<file path="src/hw/sbc_regs_pkg.sv">
package sbc_regs_pkg;

  // ----------------------------------------------------------------
  // Serial frame layout
  // ----------------------------------------------------------------
  localparam int FRAME_BITS = 16;
  localparam logic [4:0] BIT_CNT_FULL = 5'h10;
  localparam logic [4:0] BIT_CNT_OVER = 5'h11;
  localparam logic [4:0] BIT_CNT_ADDR = 5'h07;

  // ----------------------------------------------------------------
  // Register addresses (7-bit)
  // ----------------------------------------------------------------
  localparam logic [6:0] ADDR_WAKE_TIMER = 7'h0c;
  localparam logic [6:0] ADDR_SCRATCH    = 7'h1e;
  localparam logic [6:0] ADDR_SUPPLY     = 7'h41;
  localparam logic [6:0] ADDR_THERMAL    = 7'h42;
  localparam logic [6:0] ADDR_DEVICE     = 7'h43;

  // ----------------------------------------------------------------
  // Field positions
  // ----------------------------------------------------------------
  localparam int SUP_POR        = 7;
  localparam int SUP_LIN_LOW    = 6;
  localparam int SUP_MAIN_HIGH  = 5;
  localparam int SUP_AUX_HOT    = 4;
  localparam int SUP_AUX_LOW    = 3;
  localparam int SUP_MAIN_SHORT = 2;
  localparam int SUP_MAIN_LOW   = 0;
  localparam int TH_STAGE_TWO   = 2;
  localparam int TH_STAGE_ONE   = 1;
  localparam int TH_PREWARN     = 0;

  // ----------------------------------------------------------------
  // Reset values and codes
  // ----------------------------------------------------------------
  localparam logic [7:0] SCRATCH_RST     = 8'h00;
  localparam logic [7:0] SUPPLY_POR_RST  = 8'h80;
  localparam logic [7:0] SUPPLY_SOFT_KEEP = 8'h80;
  localparam logic [7:0] SUPPLY_MASK     = 8'hfd;
  localparam logic [2:0] THERMAL_RST     = 3'h0;
  localparam logic [1:0] CAUSE_CLEARED   = 2'h0;
  localparam logic [1:0] CAUSE_FAILURE   = 2'h1;
  localparam logic [1:0] CAUSE_SLEEP     = 2'h2;
  localparam logic [1:0] WD_CNT_RST      = 2'h0;
  localparam logic [1:0] WD_CNT_MAX      = 2'h2;

  typedef enum logic [2:0] {
    WAKE_P_10MS     = 3'b000,
    WAKE_P_20MS     = 3'b001,
    WAKE_P_50MS     = 3'b010,
    WAKE_P_100MS    = 3'b011,
    WAKE_P_200MS    = 3'b100,
    WAKE_P_1S       = 3'b101,
    WAKE_P_2S       = 3'b110,
    WAKE_P_RESERVED = 3'b111
  } wake_period_t;

  typedef enum logic [2:0] {
    MODE_NORMAL   = 3'b000,
    MODE_STOP     = 3'b001,
    MODE_SLEEP    = 3'b010,
    MODE_RESTART  = 3'b011,
    MODE_FAILSAFE = 3'b100
  } mode_t;

endpackage

</file>
<file path="src/hw/sbc_status_register_bank.sv">
module sbc_status_register_bank (
  input  wire logic                       clk,
  input  wire logic                       rst_b,
  input  wire logic                       spi_clk,
  input  wire logic                       spi_cs_b,
  input  wire logic                       spi_mosi,
  output logic                            spi_miso,
  output logic                            spi_miso_oe,
  input  wire sbc_regs_pkg::mode_t        sbc_mode,
  input  wire logic                       soft_reset,
  input  wire logic                       restart_enter,
  input  wire logic                       wake_from_sleep,
  input  wire logic                       wake_from_failsafe,
  input  wire logic                       main_rail_on,
  input  wire logic                       aux_rail_on,
  input  wire logic                       lin_active,
  input  wire logic                       main_rail_low,
  input  wire logic                       main_rail_shorted,
  input  wire logic                       main_rail_high,
  input  wire logic                       aux_rail_low,
  input  wire logic                       aux_rail_hot,
  input  wire logic                       lin_supply_low,
  input  wire logic                       thermal_stage_two,
  input  wire logic                       thermal_stage_one,
  input  wire logic                       thermal_prewarn,
  input  wire logic                       reset_pin_stuck_high,
  input  wire logic                       failsafe_input_error,
  input  wire logic                       watchdog_fail,
  input  wire logic                       watchdog_good_trigger,
  input  wire logic                       fail_outputs_active,
  input  wire logic                       overvoltage_restart_enable,
  output sbc_regs_pkg::wake_period_t      wake_timer_period,
  output logic                            force_failsafe
);
  import sbc_regs_pkg::*;

  // ----------------------------------------------------------------
  // State
  // ----------------------------------------------------------------
  typedef struct packed {
    logic         sclk_s1;
    logic         sclk_s2;
    logic         sclk_q;
    logic         cs_s1;
    logic         cs_s2;
    logic         cs_q;
    logic         mosi_s1;
    logic         mosi_s2;
    logic [4:0]   bit_cnt;
    logic [15:0]  rx_sh;
    logic [7:0]   tx_sh;
    logic         miso;
    logic         miso_oe;
    wake_period_t period;
    logic [7:0]   scratch_value;
    logic [7:0]   supply;
    logic [2:0]   thermal;
    logic [1:0]   restart_cause;
    logic         pin_stuck;
    logic         fsi_error;
    logic [1:0]   watchdog_fail_count;
    logic         bad_command;
    logic         fail_outputs_on;
    logic         fail_pending;
    logic         thermal_stage_two_q;
    logic         force_fs;
  } state_t;

  localparam state_t ST_RESET = '{
    cs_s1:         1'b1,
    cs_s2:         1'b1,
    cs_q:          1'b1,
    period:        WAKE_P_10MS,
    scratch_value: SCRATCH_RST,
    supply:        SUPPLY_POR_RST,
    thermal:       THERMAL_RST,
    restart_cause: CAUSE_CLEARED,
    watchdog_fail_count: WD_CNT_RST,
    default:       '0
  };

  state_t st_r;
  state_t st_nxt;

  // ----------------------------------------------------------------
  // Decode helpers
  // ----------------------------------------------------------------
  function automatic logic is_mapped(input logic [6:0] a);
    is_mapped = (a == ADDR_WAKE_TIMER) || (a == ADDR_SCRATCH) ||
                (a == ADDR_SUPPLY) || (a == ADDR_THERMAL) ||
                (a == ADDR_DEVICE);
  endfunction

  function automatic logic [7:0] dev_byte(input state_t s);
    dev_byte = {s.restart_cause, s.pin_stuck, s.fsi_error,
                s.watchdog_fail_count, s.bad_command,
                s.fail_outputs_on};
  endfunction

  function automatic logic [7:0] rd_byte(input state_t s,
                                         input logic [6:0] a);
    case (a)
      ADDR_WAKE_TIMER: rd_byte = {5'h00, s.period};
      ADDR_SCRATCH:    rd_byte = s.scratch_value;
      ADDR_SUPPLY:     rd_byte = s.supply & SUPPLY_MASK;
      ADDR_THERMAL:    rd_byte = {5'h00, s.thermal};
      ADDR_DEVICE:     rd_byte = dev_byte(s);
      default:         rd_byte = 8'h00;
    endcase
  endfunction

  logic        sclk_rise;
  logic        sclk_fall;
  logic        cs_start;
  logic        cs_end;
  logic [15:0] rx_next;
  logic [6:0]  f_addr;
  logic        f_rw;
  logic [7:0]  f_data;
  logic        frame_ok;
  logic        fail_now;

  // Edges are taken on the second and third stages only, so the
  // first synchroniser stage feeds nothing but the second.
  assign sclk_rise = st_r.sclk_s2 & ~st_r.sclk_q & ~st_r.cs_s2;
  assign sclk_fall = ~st_r.sclk_s2 & st_r.sclk_q & ~st_r.cs_s2;
  assign cs_start  = ~st_r.cs_s2 & st_r.cs_q;
  assign cs_end    = st_r.cs_s2 & ~st_r.cs_q;
  assign rx_next   = {st_r.mosi_s2, st_r.rx_sh[15:1]};
  assign f_addr    = st_r.rx_sh[6:0];
  assign f_rw      = st_r.rx_sh[7];
  assign f_data    = st_r.rx_sh[15:8];
  assign frame_ok  = cs_end && (st_r.bit_cnt == BIT_CNT_FULL) &&
                     is_mapped(f_addr);
  assign fail_now  = watchdog_fail | thermal_stage_two | main_rail_low |
                     (main_rail_high & overvoltage_restart_enable);

  // ----------------------------------------------------------------
  // Next state
  // ----------------------------------------------------------------
  always_comb begin
    logic clr_sup;
    logic clr_th;
    logic clr_dev;
    logic [7:0] sup_set;
    clr_sup = 1'b0;
    clr_th  = 1'b0;
    clr_dev = 1'b0;
    sup_set = 8'h00;
    st_nxt  = st_r;
    st_nxt.sclk_s1 = spi_clk;
    st_nxt.sclk_s2 = st_r.sclk_s1;
    st_nxt.sclk_q  = st_r.sclk_s2;
    st_nxt.cs_s1   = spi_cs_b;
    st_nxt.cs_s2   = st_r.cs_s1;
    st_nxt.cs_q    = st_r.cs_s2;
    st_nxt.mosi_s1 = spi_mosi;
    st_nxt.mosi_s2 = st_r.mosi_s1;
    st_nxt.force_fs = 1'b0;

    // Serial engine, least significant bit first, mode 0.
    if (st_r.cs_s2) begin
      st_nxt.miso_oe = 1'b0;
    end
    if (cs_start) begin
      st_nxt.bit_cnt = 5'h00;
      st_nxt.tx_sh   = 8'h00;
      st_nxt.miso    = 1'b0;
      st_nxt.miso_oe = 1'b1;
    end
    if (sclk_rise) begin
      st_nxt.rx_sh = rx_next;
      if (st_r.bit_cnt != BIT_CNT_OVER) begin
        st_nxt.bit_cnt = st_r.bit_cnt + 5'h01;
      end
      // Contents are captured as the address completes, so a read
      // returns them in the same frame and never changes them.
      if (st_r.bit_cnt == BIT_CNT_ADDR) begin
        st_nxt.tx_sh = rd_byte(st_r, rx_next[14:8]);
      end
    end
    if (sclk_fall) begin
      st_nxt.miso  = st_r.tx_sh[0];
      st_nxt.tx_sh = {1'b0, st_r.tx_sh[7:1]};
    end

    // Command execution at the end of a frame.
    if (frame_ok && f_rw) begin
      case (f_addr)
        ADDR_WAKE_TIMER: begin
          st_nxt.period = wake_period_t'(f_data[2:0]);
        end
        ADDR_SCRATCH: begin
          if (sbc_mode == MODE_NORMAL || sbc_mode == MODE_STOP) begin
            st_nxt.scratch_value = f_data;
          end
        end
        ADDR_SUPPLY: begin
          clr_sup = 1'b1;
        end
        ADDR_THERMAL: begin
          clr_th = 1'b1;
        end
        ADDR_DEVICE: begin
          clr_dev = 1'b1;
        end
        default: begin
          clr_sup = 1'b0;
        end
      endcase
    end

    // Supply flags, gated by the state of each supply except the main rail high flag.
    sup_set[SUP_LIN_LOW]    = lin_supply_low & lin_active;
    sup_set[SUP_MAIN_HIGH]  = main_rail_high;
    sup_set[SUP_AUX_HOT]    = aux_rail_hot & aux_rail_on;
    sup_set[SUP_AUX_LOW]    = aux_rail_low & aux_rail_on;
    sup_set[SUP_MAIN_SHORT] = main_rail_shorted & main_rail_on;
    sup_set[SUP_MAIN_LOW]   = main_rail_low & main_rail_on;
    // A new event in the clearing cycle survives the clear.
    st_nxt.supply = ((clr_sup ? 8'h00 : st_r.supply) | sup_set)
                    & SUPPLY_MASK;
    st_nxt.thermal = (clr_th ? THERMAL_RST : st_r.thermal) |
                     {thermal_stage_two, thermal_stage_one,
                      thermal_prewarn};
    st_nxt.thermal_stage_two_q   = thermal_stage_two;
    st_nxt.force_fs = thermal_stage_two & ~st_r.thermal_stage_two_q;

    st_nxt.pin_stuck = (st_r.pin_stuck & ~clr_dev) |
                       reset_pin_stuck_high;
    st_nxt.fsi_error = (st_r.fsi_error & ~clr_dev) |
                       failsafe_input_error;
    st_nxt.fail_outputs_on = (st_r.fail_outputs_on & ~clr_dev) |
                             fail_outputs_active;
    st_nxt.bad_command = (st_r.bad_command & ~clr_dev) |
                         (cs_end && !frame_ok);

    // Restart cause.
    st_nxt.fail_pending = st_r.fail_pending | fail_now;
    if (clr_dev) begin
      st_nxt.restart_cause = CAUSE_CLEARED;
    end
    if (restart_enter) begin
      st_nxt.fail_pending = 1'b0;
      if (st_r.fail_pending || fail_now) begin
        st_nxt.restart_cause = CAUSE_FAILURE;
      end
    end
    if (wake_from_failsafe) begin
      st_nxt.restart_cause = CAUSE_FAILURE;
    end else if (wake_from_sleep && !restart_enter) begin
      st_nxt.restart_cause = CAUSE_SLEEP;
    end

    // Watchdog fail counter is not host clearable; a failure in the
    // same cycle as a good trigger is counted rather than lost.
    if (watchdog_fail) begin
      if (st_r.watchdog_fail_count != WD_CNT_MAX) begin
        st_nxt.watchdog_fail_count = st_r.watchdog_fail_count + 2'h1;
      end
    end else if (watchdog_good_trigger) begin
      st_nxt.watchdog_fail_count = WD_CNT_RST;
    end

    // Soft reset keeps the scratch byte and the power-on flag.
    if (soft_reset) begin
      st_nxt.period        = WAKE_P_10MS;
      st_nxt.supply        = st_r.supply & SUPPLY_SOFT_KEEP;
      st_nxt.thermal       = THERMAL_RST;
      st_nxt.restart_cause = CAUSE_CLEARED;
      st_nxt.pin_stuck     = 1'b0;
      st_nxt.fsi_error     = 1'b0;
      st_nxt.bad_command   = 1'b0;
      st_nxt.fail_outputs_on = 1'b0;
      st_nxt.watchdog_fail_count = WD_CNT_RST;
    end
  end

  always_ff @(posedge clk) begin
    if (!rst_b) begin
      st_r <= ST_RESET;
    end else begin
      st_r <= st_nxt;
    end
  end

  assign spi_miso          = st_r.miso;
  assign spi_miso_oe       = st_r.miso_oe;
  assign wake_timer_period = st_r.period;
  assign force_failsafe    = st_r.force_fs;
endmodule

</file>
<file path="config.mk">
export PLATFORM = sky130hd
export DESIGN_NAME = sbc_status_register_bank
export DESIGN_NICKNAME = d
export VERILOG_FILES = /design/src/hw/sbc_regs_pkg.sv /design/src/hw/sbc_status_register_bank.sv
export SDC_FILE = /design/constraint.sdc
export NUM_CORES = 1
export LEC_CHECK = 0
export ABC_AREA = 0
export BUFFER_PORTS_ARGS = -buffer_cell sky130_fd_sc_hd__buf_4
export CORE_MARGIN = 3
export CORE_UTILIZATION = 54
export CTS_CLUSTER_SIZE = 16
export DETAILED_ROUTE_END_ITERATION = 10
export GPL_ROUTABILITY_DRIVEN = 0
export PLACE_DENSITY = 0.79
export SKIP_LAST_GASP = 1
export SYNTH_ARGS = -nofsm -noshare
export SYNTH_HDL_FRONTEND = slang
export SYNTH_SLANG_ARGS = --single-unit
</file>
<file path="constraint.sdc">
create_clock -name clk -period 5.25 [get_ports clk]
set_input_delay 0.2625 -clock clk [delete_from_list [all_inputs] [get_ports clk]]
set_output_delay 0.2625 -clock clk [all_outputs]
set_load 0.01 [all_outputs]
</file>
# ---- Word level (Yosys, flattened, before mapping)
# Index checks and enable logic that the tools add are counted.
dict set report totals {
  wordCells 130
  out_inout_bits 6
  reg_bits 72
  inputBits 30
}
dict set report classes {
  n_bitwise 34
  reduce_logical 24
  eq_ne 16
  n_mux 24
  addsub 2
}
# cell count
set ops {}
lappend ops {{equality test 7 bit (second input constant)} 6}
lappend ops {{one-hot mux 8 bit (5 select lines)} 1}
lappend ops {{2-to-1 mux 29 bit} 1}
lappend ops {{2-to-1 mux 8 bit} 3}
lappend ops {{bitwise AND 1 bit} 17}
lappend ops {{equality test 7 x 4 -> 1 bit (second input constant)} 2}
lappend ops {{equality test 7 x 5 -> 1 bit (second input constant)} 2}
lappend ops {{2-to-1 mux 2 bit} 7}
lappend ops {{2-to-1 mux 10 bit} 1}
lappend ops {{2-to-1 mux 5 bit} 2}
lappend ops {{2-to-1 mux 1 bit} 8}
lappend ops {{OR 1 bit} 8}
lappend ops {{OR 8 x 7 -> 8 bit} 1}
lappend ops {{NOT 1 bit} 7}
lappend ops {{logical OR 1 bit} 6}
lappend ops {{nonzero test 2 bit} 3}
lappend ops {{OR reduction 2 bit} 3}
lappend ops {{adder 5 x 1 -> 5 bit (second input constant)} 1}
lappend ops {{equality test 5 x 3 -> 1 bit (second input constant)} 1}
lappend ops {{equality test 5 bit (second input constant)} 1}
lappend ops {{logical AND 1 bit} 5}
lappend ops {{inequality test 5 bit (second input constant)} 1}
lappend ops {{AND reduction 2 bit} 2}
lappend ops {{equality test 3 x 1 -> 1 bit (second input constant)} 1}
lappend ops {{9 further kinds} 10}

# ---- Longest topological paths before layout
dict set report depth {
  depth_word 13
  ltp_mapped 7
  ltp_nobuf 6
}

# ---- Worst setup path before layout
# Ideal clock, no wire load.
dict set report synth_path {
  kind {register to register}
  startpoint {register st_r, in the netlist f_addr[2]}
  endpoint {register st_r[3] (netlist bit)}
  t_required_ns 5.122
  synth_period_minus_slack_ns 1.759
  path_slack_ns 3.491
  path_buffers 1
  path_stages_with_launch 6
  setup_time_ns 0.128
  arrival_ns 1.631
  cell_sequence {dfxtp_1 > or4b_4 > or4_1 > buf_2 > a21oi_1 > nor2_1}
}
dict set report synth_via {
  elab_chain_cells 11
  elab_cells_between_ends 16
  cone_classes {eq/ne (5); mux (2); bitwise (3); reduce/logical (6)}
}
# element line_no
set synth_rtl {}
lappend synth_rtl {{from (decl)} sbc_status_register_bank.sv:82} ;# state_t st_r;
lappend synth_rtl {{from (signal assigned)} sbc_status_register_bank.sv:283} ;# st_r <= st_nxt;
lappend synth_rtl {{equality test 7 x 4 -> 1 bit or equality test 7 x 5 -> 1 bit (tied branches)} sbc_status_register_bank.sv:89} ;# is_mapped = (a == ADDR_WAKE_TIMER) || (a == ADDR_SCRATCH) ||
lappend synth_rtl {{logical OR 1 bit (2 in series)} sbc_status_register_bank.sv:89}
lappend synth_rtl {{logical OR 1 bit (2 in series)} sbc_status_register_bank.sv:90} ;# (a == ADDR_SUPPLY) || (a == ADDR_THERMAL) ||
lappend synth_rtl {{logical AND 1 bit} sbc_status_register_bank.sv:133} ;# assign frame_ok = cs_end && (st_r.bit_cnt == BIT_CNT_FULL) &&
lappend synth_rtl {{logical AND 1 bit} sbc_status_register_bank.sv:188} ;# if (frame_ok && f_rw) begin
lappend synth_rtl {{2-to-1 mux 1 bit *} sbc_status_register_bank.sv:188}
lappend synth_rtl {{NOT 1 bit *} sbc_status_register_bank.sv:233} ;# st_nxt.fail_outputs_on = (st_r.fail_outputs_on & ~clr_dev) |
lappend synth_rtl {{bitwise AND 1 bit *} sbc_status_register_bank.sv:233}
lappend synth_rtl {{OR 1 bit *} sbc_status_register_bank.sv:233}
# Mark *: on every way between the ends. The rest lies on a longest branch, timed or not.
# A chain may end at the register's enable or synchronous reset.

# ---- Worst setup path after layout
dict set report layout_path {
  startpoint {register st_r[59] (netlist bit)}
  endpoint {register st_r[39] (netlist bit)}
}
dict set report layout_via {
  elab_chain_cells 4
}
# element line_no
set layout_rtl {}
lappend layout_rtl {{equality test 5 x 3 -> 1 bit} sbc_status_register_bank.sv:178} ;# if (st_r.bit_cnt == BIT_CNT_ADDR) begin
lappend layout_rtl {{2-to-1 mux 8 bit} sbc_status_register_bank.sv:178}
lappend layout_rtl {{2-to-1 mux 29 bit} sbc_status_register_bank.sv:171} ;# if (sclk_rise) begin
lappend layout_rtl {{2-to-1 mux 8 bit} sbc_status_register_bank.sv:182} ;# if (sclk_fall) begin
# No other way between the ends.

==> qor.csv <==
stage,metric,value,unit
logic_synthesis,Syn Std Cell Area,0.00315,mm^2
critical_path,worst path bufs/invs,0,
clock_network,CTS root buf,clkbuf_8,
logic_synthesis,Mean Syn Cell Area,8.60,um^2
clock_network,worst skew pair latency,0.35,ns
cells_and_area,# nets final,422,
route,DR iter-0 viols,308,
critical_path,WS Path Type,flop to flop,
sta,"Hold Vio Cnt, Final",0,
logic_synthesis,top_reg_cell synth,dfxtp_1,
critical_path,reg-to-reg startpoint,st_r[59]$_SDFF_PN0_,
pwr,static leakage power,1.32,nW
sta,Tmin final,2.07,ns
critical_path,Worst Setup End Kind,flop,
floorplanning,full die area,0.00678,mm^2
critical_path,CP required,5.48,ns
logic_synthesis,Netlist cell types,51,
grt,Total Routing Usage GR,0.239,
pwr,Peak VDD IR,0.212,mV
sta,f_max,483,MHz
sta,Pins Over Slew Limit,0,
cells_and_area,share of layout cells above drive strength 1,0.173,
clock_network,# resized after CTS,0,
sta,Final Setup Violations,0,
logic_synthesis,Syn Nets,400,
cells_and_area,Filler cells,472,
sta,skew final,0.00961,ns
logic_synthesis,Syn Inst Count,366,
route,Routed Antenna Nets,0,
clock_network,# H-tree levels,3,
sta,Final period util,0.394,
grt,initial antenna violation count,0,
run_status,status,"finished, final reports clean",
critical_path,crit path max fanout,5,
floorplanning,num ports,36,
grt,GRT Residual Overflow,0,
logic_synthesis,sequential-to-total area share from yosys stat,0.451,
critical_path,Critical Path AT,2.30,ns
sta,Least-Margin Pin Slew,0.902,ns
grt,first-pass GRT wire length,12300,um
cells_and_area,synthesis-to-finish area growth,17.5,%
floorplanning,Die X,82.4,um
clock_network,Post-CTS Setup Bufs,0,
flow_run,max_cap viols,0,
clock_network,Num Clock Sinks,71,
critical_path,critical path's top delay family,simple AND/OR/NAND/NOR gates,
route,Routed WL per cell,16.3,um
critical_path,crit start category,flop,
grt,number of global-route vias before repair,2613,
critical_path,Worst R2R Path Depth,5,
sta,Setup TNS,0,ns
route,routed via count,2787,
sta,RSZ-0062 raised after global routing,false,
logic_synthesis,Yosys warnings,0,
floorplanning,Rows,27,
clock_network,"CTS clk-pin slew, worst paths",0.08,ns
floorplanning,Starting Density,0.565,
route,Detailed Route WL,7570,um
pwr,PD cells,333,mW/mm^2
clock_network,hold_buf cts,0,
clock_network,CTS tree,built,
place,dpl ws,3.15,ns
critical_path,reg2reg end,st_r[39]$_SDFF_PN0_,
place,cell area after placement,0.00341,mm^2
hold_path,cell depth of the worst hold path,2,
cells_and_area,Ant. Diodes,0,
sta,relative slew slack,0.397,
grt,largest net degree at the start of global routing,33,
hold_path,worst hold endpoint,st_r[10]$_SDFF_PP0_,
logic_synthesis,Async SR Flop Fraction,0,
logic_synthesis,"EDFF count, synth",0,
floorplanning,Placeable Area,0.00557,mm^2
critical_path,peak per-stage delay on the critical path,0.52,ns
route,DRC,0,
critical_path,Slowest cell on crit path,nor4bb_1,
cells_and_area,final instance area,0.00370,mm^2
floorplanning,height of the die,82.4,um
critical_path,R2R Setup Slk,3.18,ns
logic_synthesis,Synth Register Bits,71,
clock_network,CTS Buffer Depth,2,
place,Buffers on Ports,34,
critical_path,CP Cell Sequence,ha_1 -> nor4bb_1 -> a21oi_1 -> and3_1 -> a221o_1,
sta,worst setup margin,3.18,ns
place,dpl hpwl,5130,um
hold_path,HP Start,wake_from_failsafe,
hold_path,Hold WC Path Type,input port to flop,
route,via density per instance,5.99,
route,drt first pass iters,5,
clock_network,CTS Buf Count,9,
==> sequential cells by signal, indices dropped and copies added, names as in the netlist, 3 cells and up <==
register and count:
f_data 8, st_nxt 5, wake_timer_period 3, st_r 43
f_addr 7
==> cell usage after synthesis, drive strengths merged (4+ instances only) <==
| cell | number | area, um^2 |
|---|---|---|
| buf | 6 | 36.3 |
| a31oi | 6 | 37.5 |
| a32o | 5 | 50.1 |
| o21ai | 20 | 100 |
| clkbuf | 19 | 71.3 |
| nor3b | 7 | 52.6 |
| nand2b | 8 | 50.1 |
| and3 | 4 | 25.0 |
| nand3 | 26 | 130 |
| nor2 | 19 | 71.3 |
| nor3 | 4 | 25.0 |
| nand2 | 45 | 169 |
| inv | 5 | 18.8 |
| a21oi | 47 | 235 |
| nand3b | 8 | 60.1 |
| mux2 | 8 | 90.1 |
| ha | 4 | 50.1 |
| a221o | 4 | 40.0 |
| dfxtp | 71 | 1420 |
| and2 | 8 | 50.1 |
==> power by group <==
part	total, mW	internal, mW	switching (mW)
Combinational	0.0517	0.0254	0.0263
Clock	0.629	0.424	0.205
Sequential	0.553	0.548	0.00570
Total	1.23	0.997	0.237
==> logic make-up after synthesis <==
| logic type | Yosys count | share of synthesized area |
|---|---|---|
| flops | 71 | 0.451 |
| simple gates | 152 | 0.267 |
| compound gates | 100 | 0.194 |
| fa+ha+maj | 4 | 0.0159 |
| xor+xnor | 1 | 0.00278 |
| buf+inv | 30 | 0.0401 |
| mux | 8 | 0.0286 |
==> per-stage QoR <==
stage / utilization / power (mW) / hold WS [ns] / instances
finish: 0.664 / 1.23 / 0.0803 / 465
global route: 0.664 / 1.27 / 0.0722 / 465
CTS: 0.664 / 1.24 / 0.0656 / 465
detailed placement: 0.611 / 0.616 / 0.386 / 449
global placement: 0.611 / 0.615 / 0.376 / 449
floorplan: - / 0.589 / 0.335 / 366
==> worst max-delay path by stage <==
stage | depth (start not counted) | slack, ns | end | start
after global routing | 4 | 2.99 | st_r[62]$_SDFF_PN0_ | st_nxt[66]$_SDFF_PN1_
final | 5 | 3.18 | st_r[39]$_SDFF_PN0_ | st_r[59]$_SDFF_PN0_
after floorplan | 5 | 3.49 | st_r[3]$_SDFF_PP0_ | f_addr[2]$_SDFFE_PN0P_
after detailed placement | 4 | 3.15 | st_r[63]$_SDFF_PN0_ | st_nxt[66]$_SDFF_PN1_
after global placement | 5 | 3.24 | st_r[38]$_SDFF_PN0_ | st_r[59]$_SDFF_PN0_
after CTS | 4 | 3.16 | st_r[63]$_SDFF_PN0_ | st_nxt[66]$_SDFF_PN1_
==> layer usage <==
layer,share of wire,global-route usage
met4,0.018,0.115
met1,0.46,0.316
met2,0.45,0.381
met3,0.064,0.0358
met5,0,0
==> layout make-up <==
type / count / area, um^2 / share of cell area
clock buffers: 10 / 138 / 0.0372
repair buffers: 36 / 270 / 0.0730
clock inverters: 6 / 155 / 0.0419
flip-flops and latches: 71 / 1420 / 0.384
well taps: 72 / 90.1 / 0.0243
inverters: 5 / 18.8 / 0.00507
multi-input cells: 265 / 1610 / 0.434
==> layout by cell type, fill, tap and decap left out, drive strengths merged, types with 6 or more instances in the layout <==
cell type	count
mux2	8
nand3	26
nand2	45
dfxtp	71
nor3b	7
nor2	19
and2	8
clkbuf	10
buf	36
o21ai	20
a31oi	6
nand3b	8
nand2b	8
a21oi	47
(Power assumes the default switching activity.)
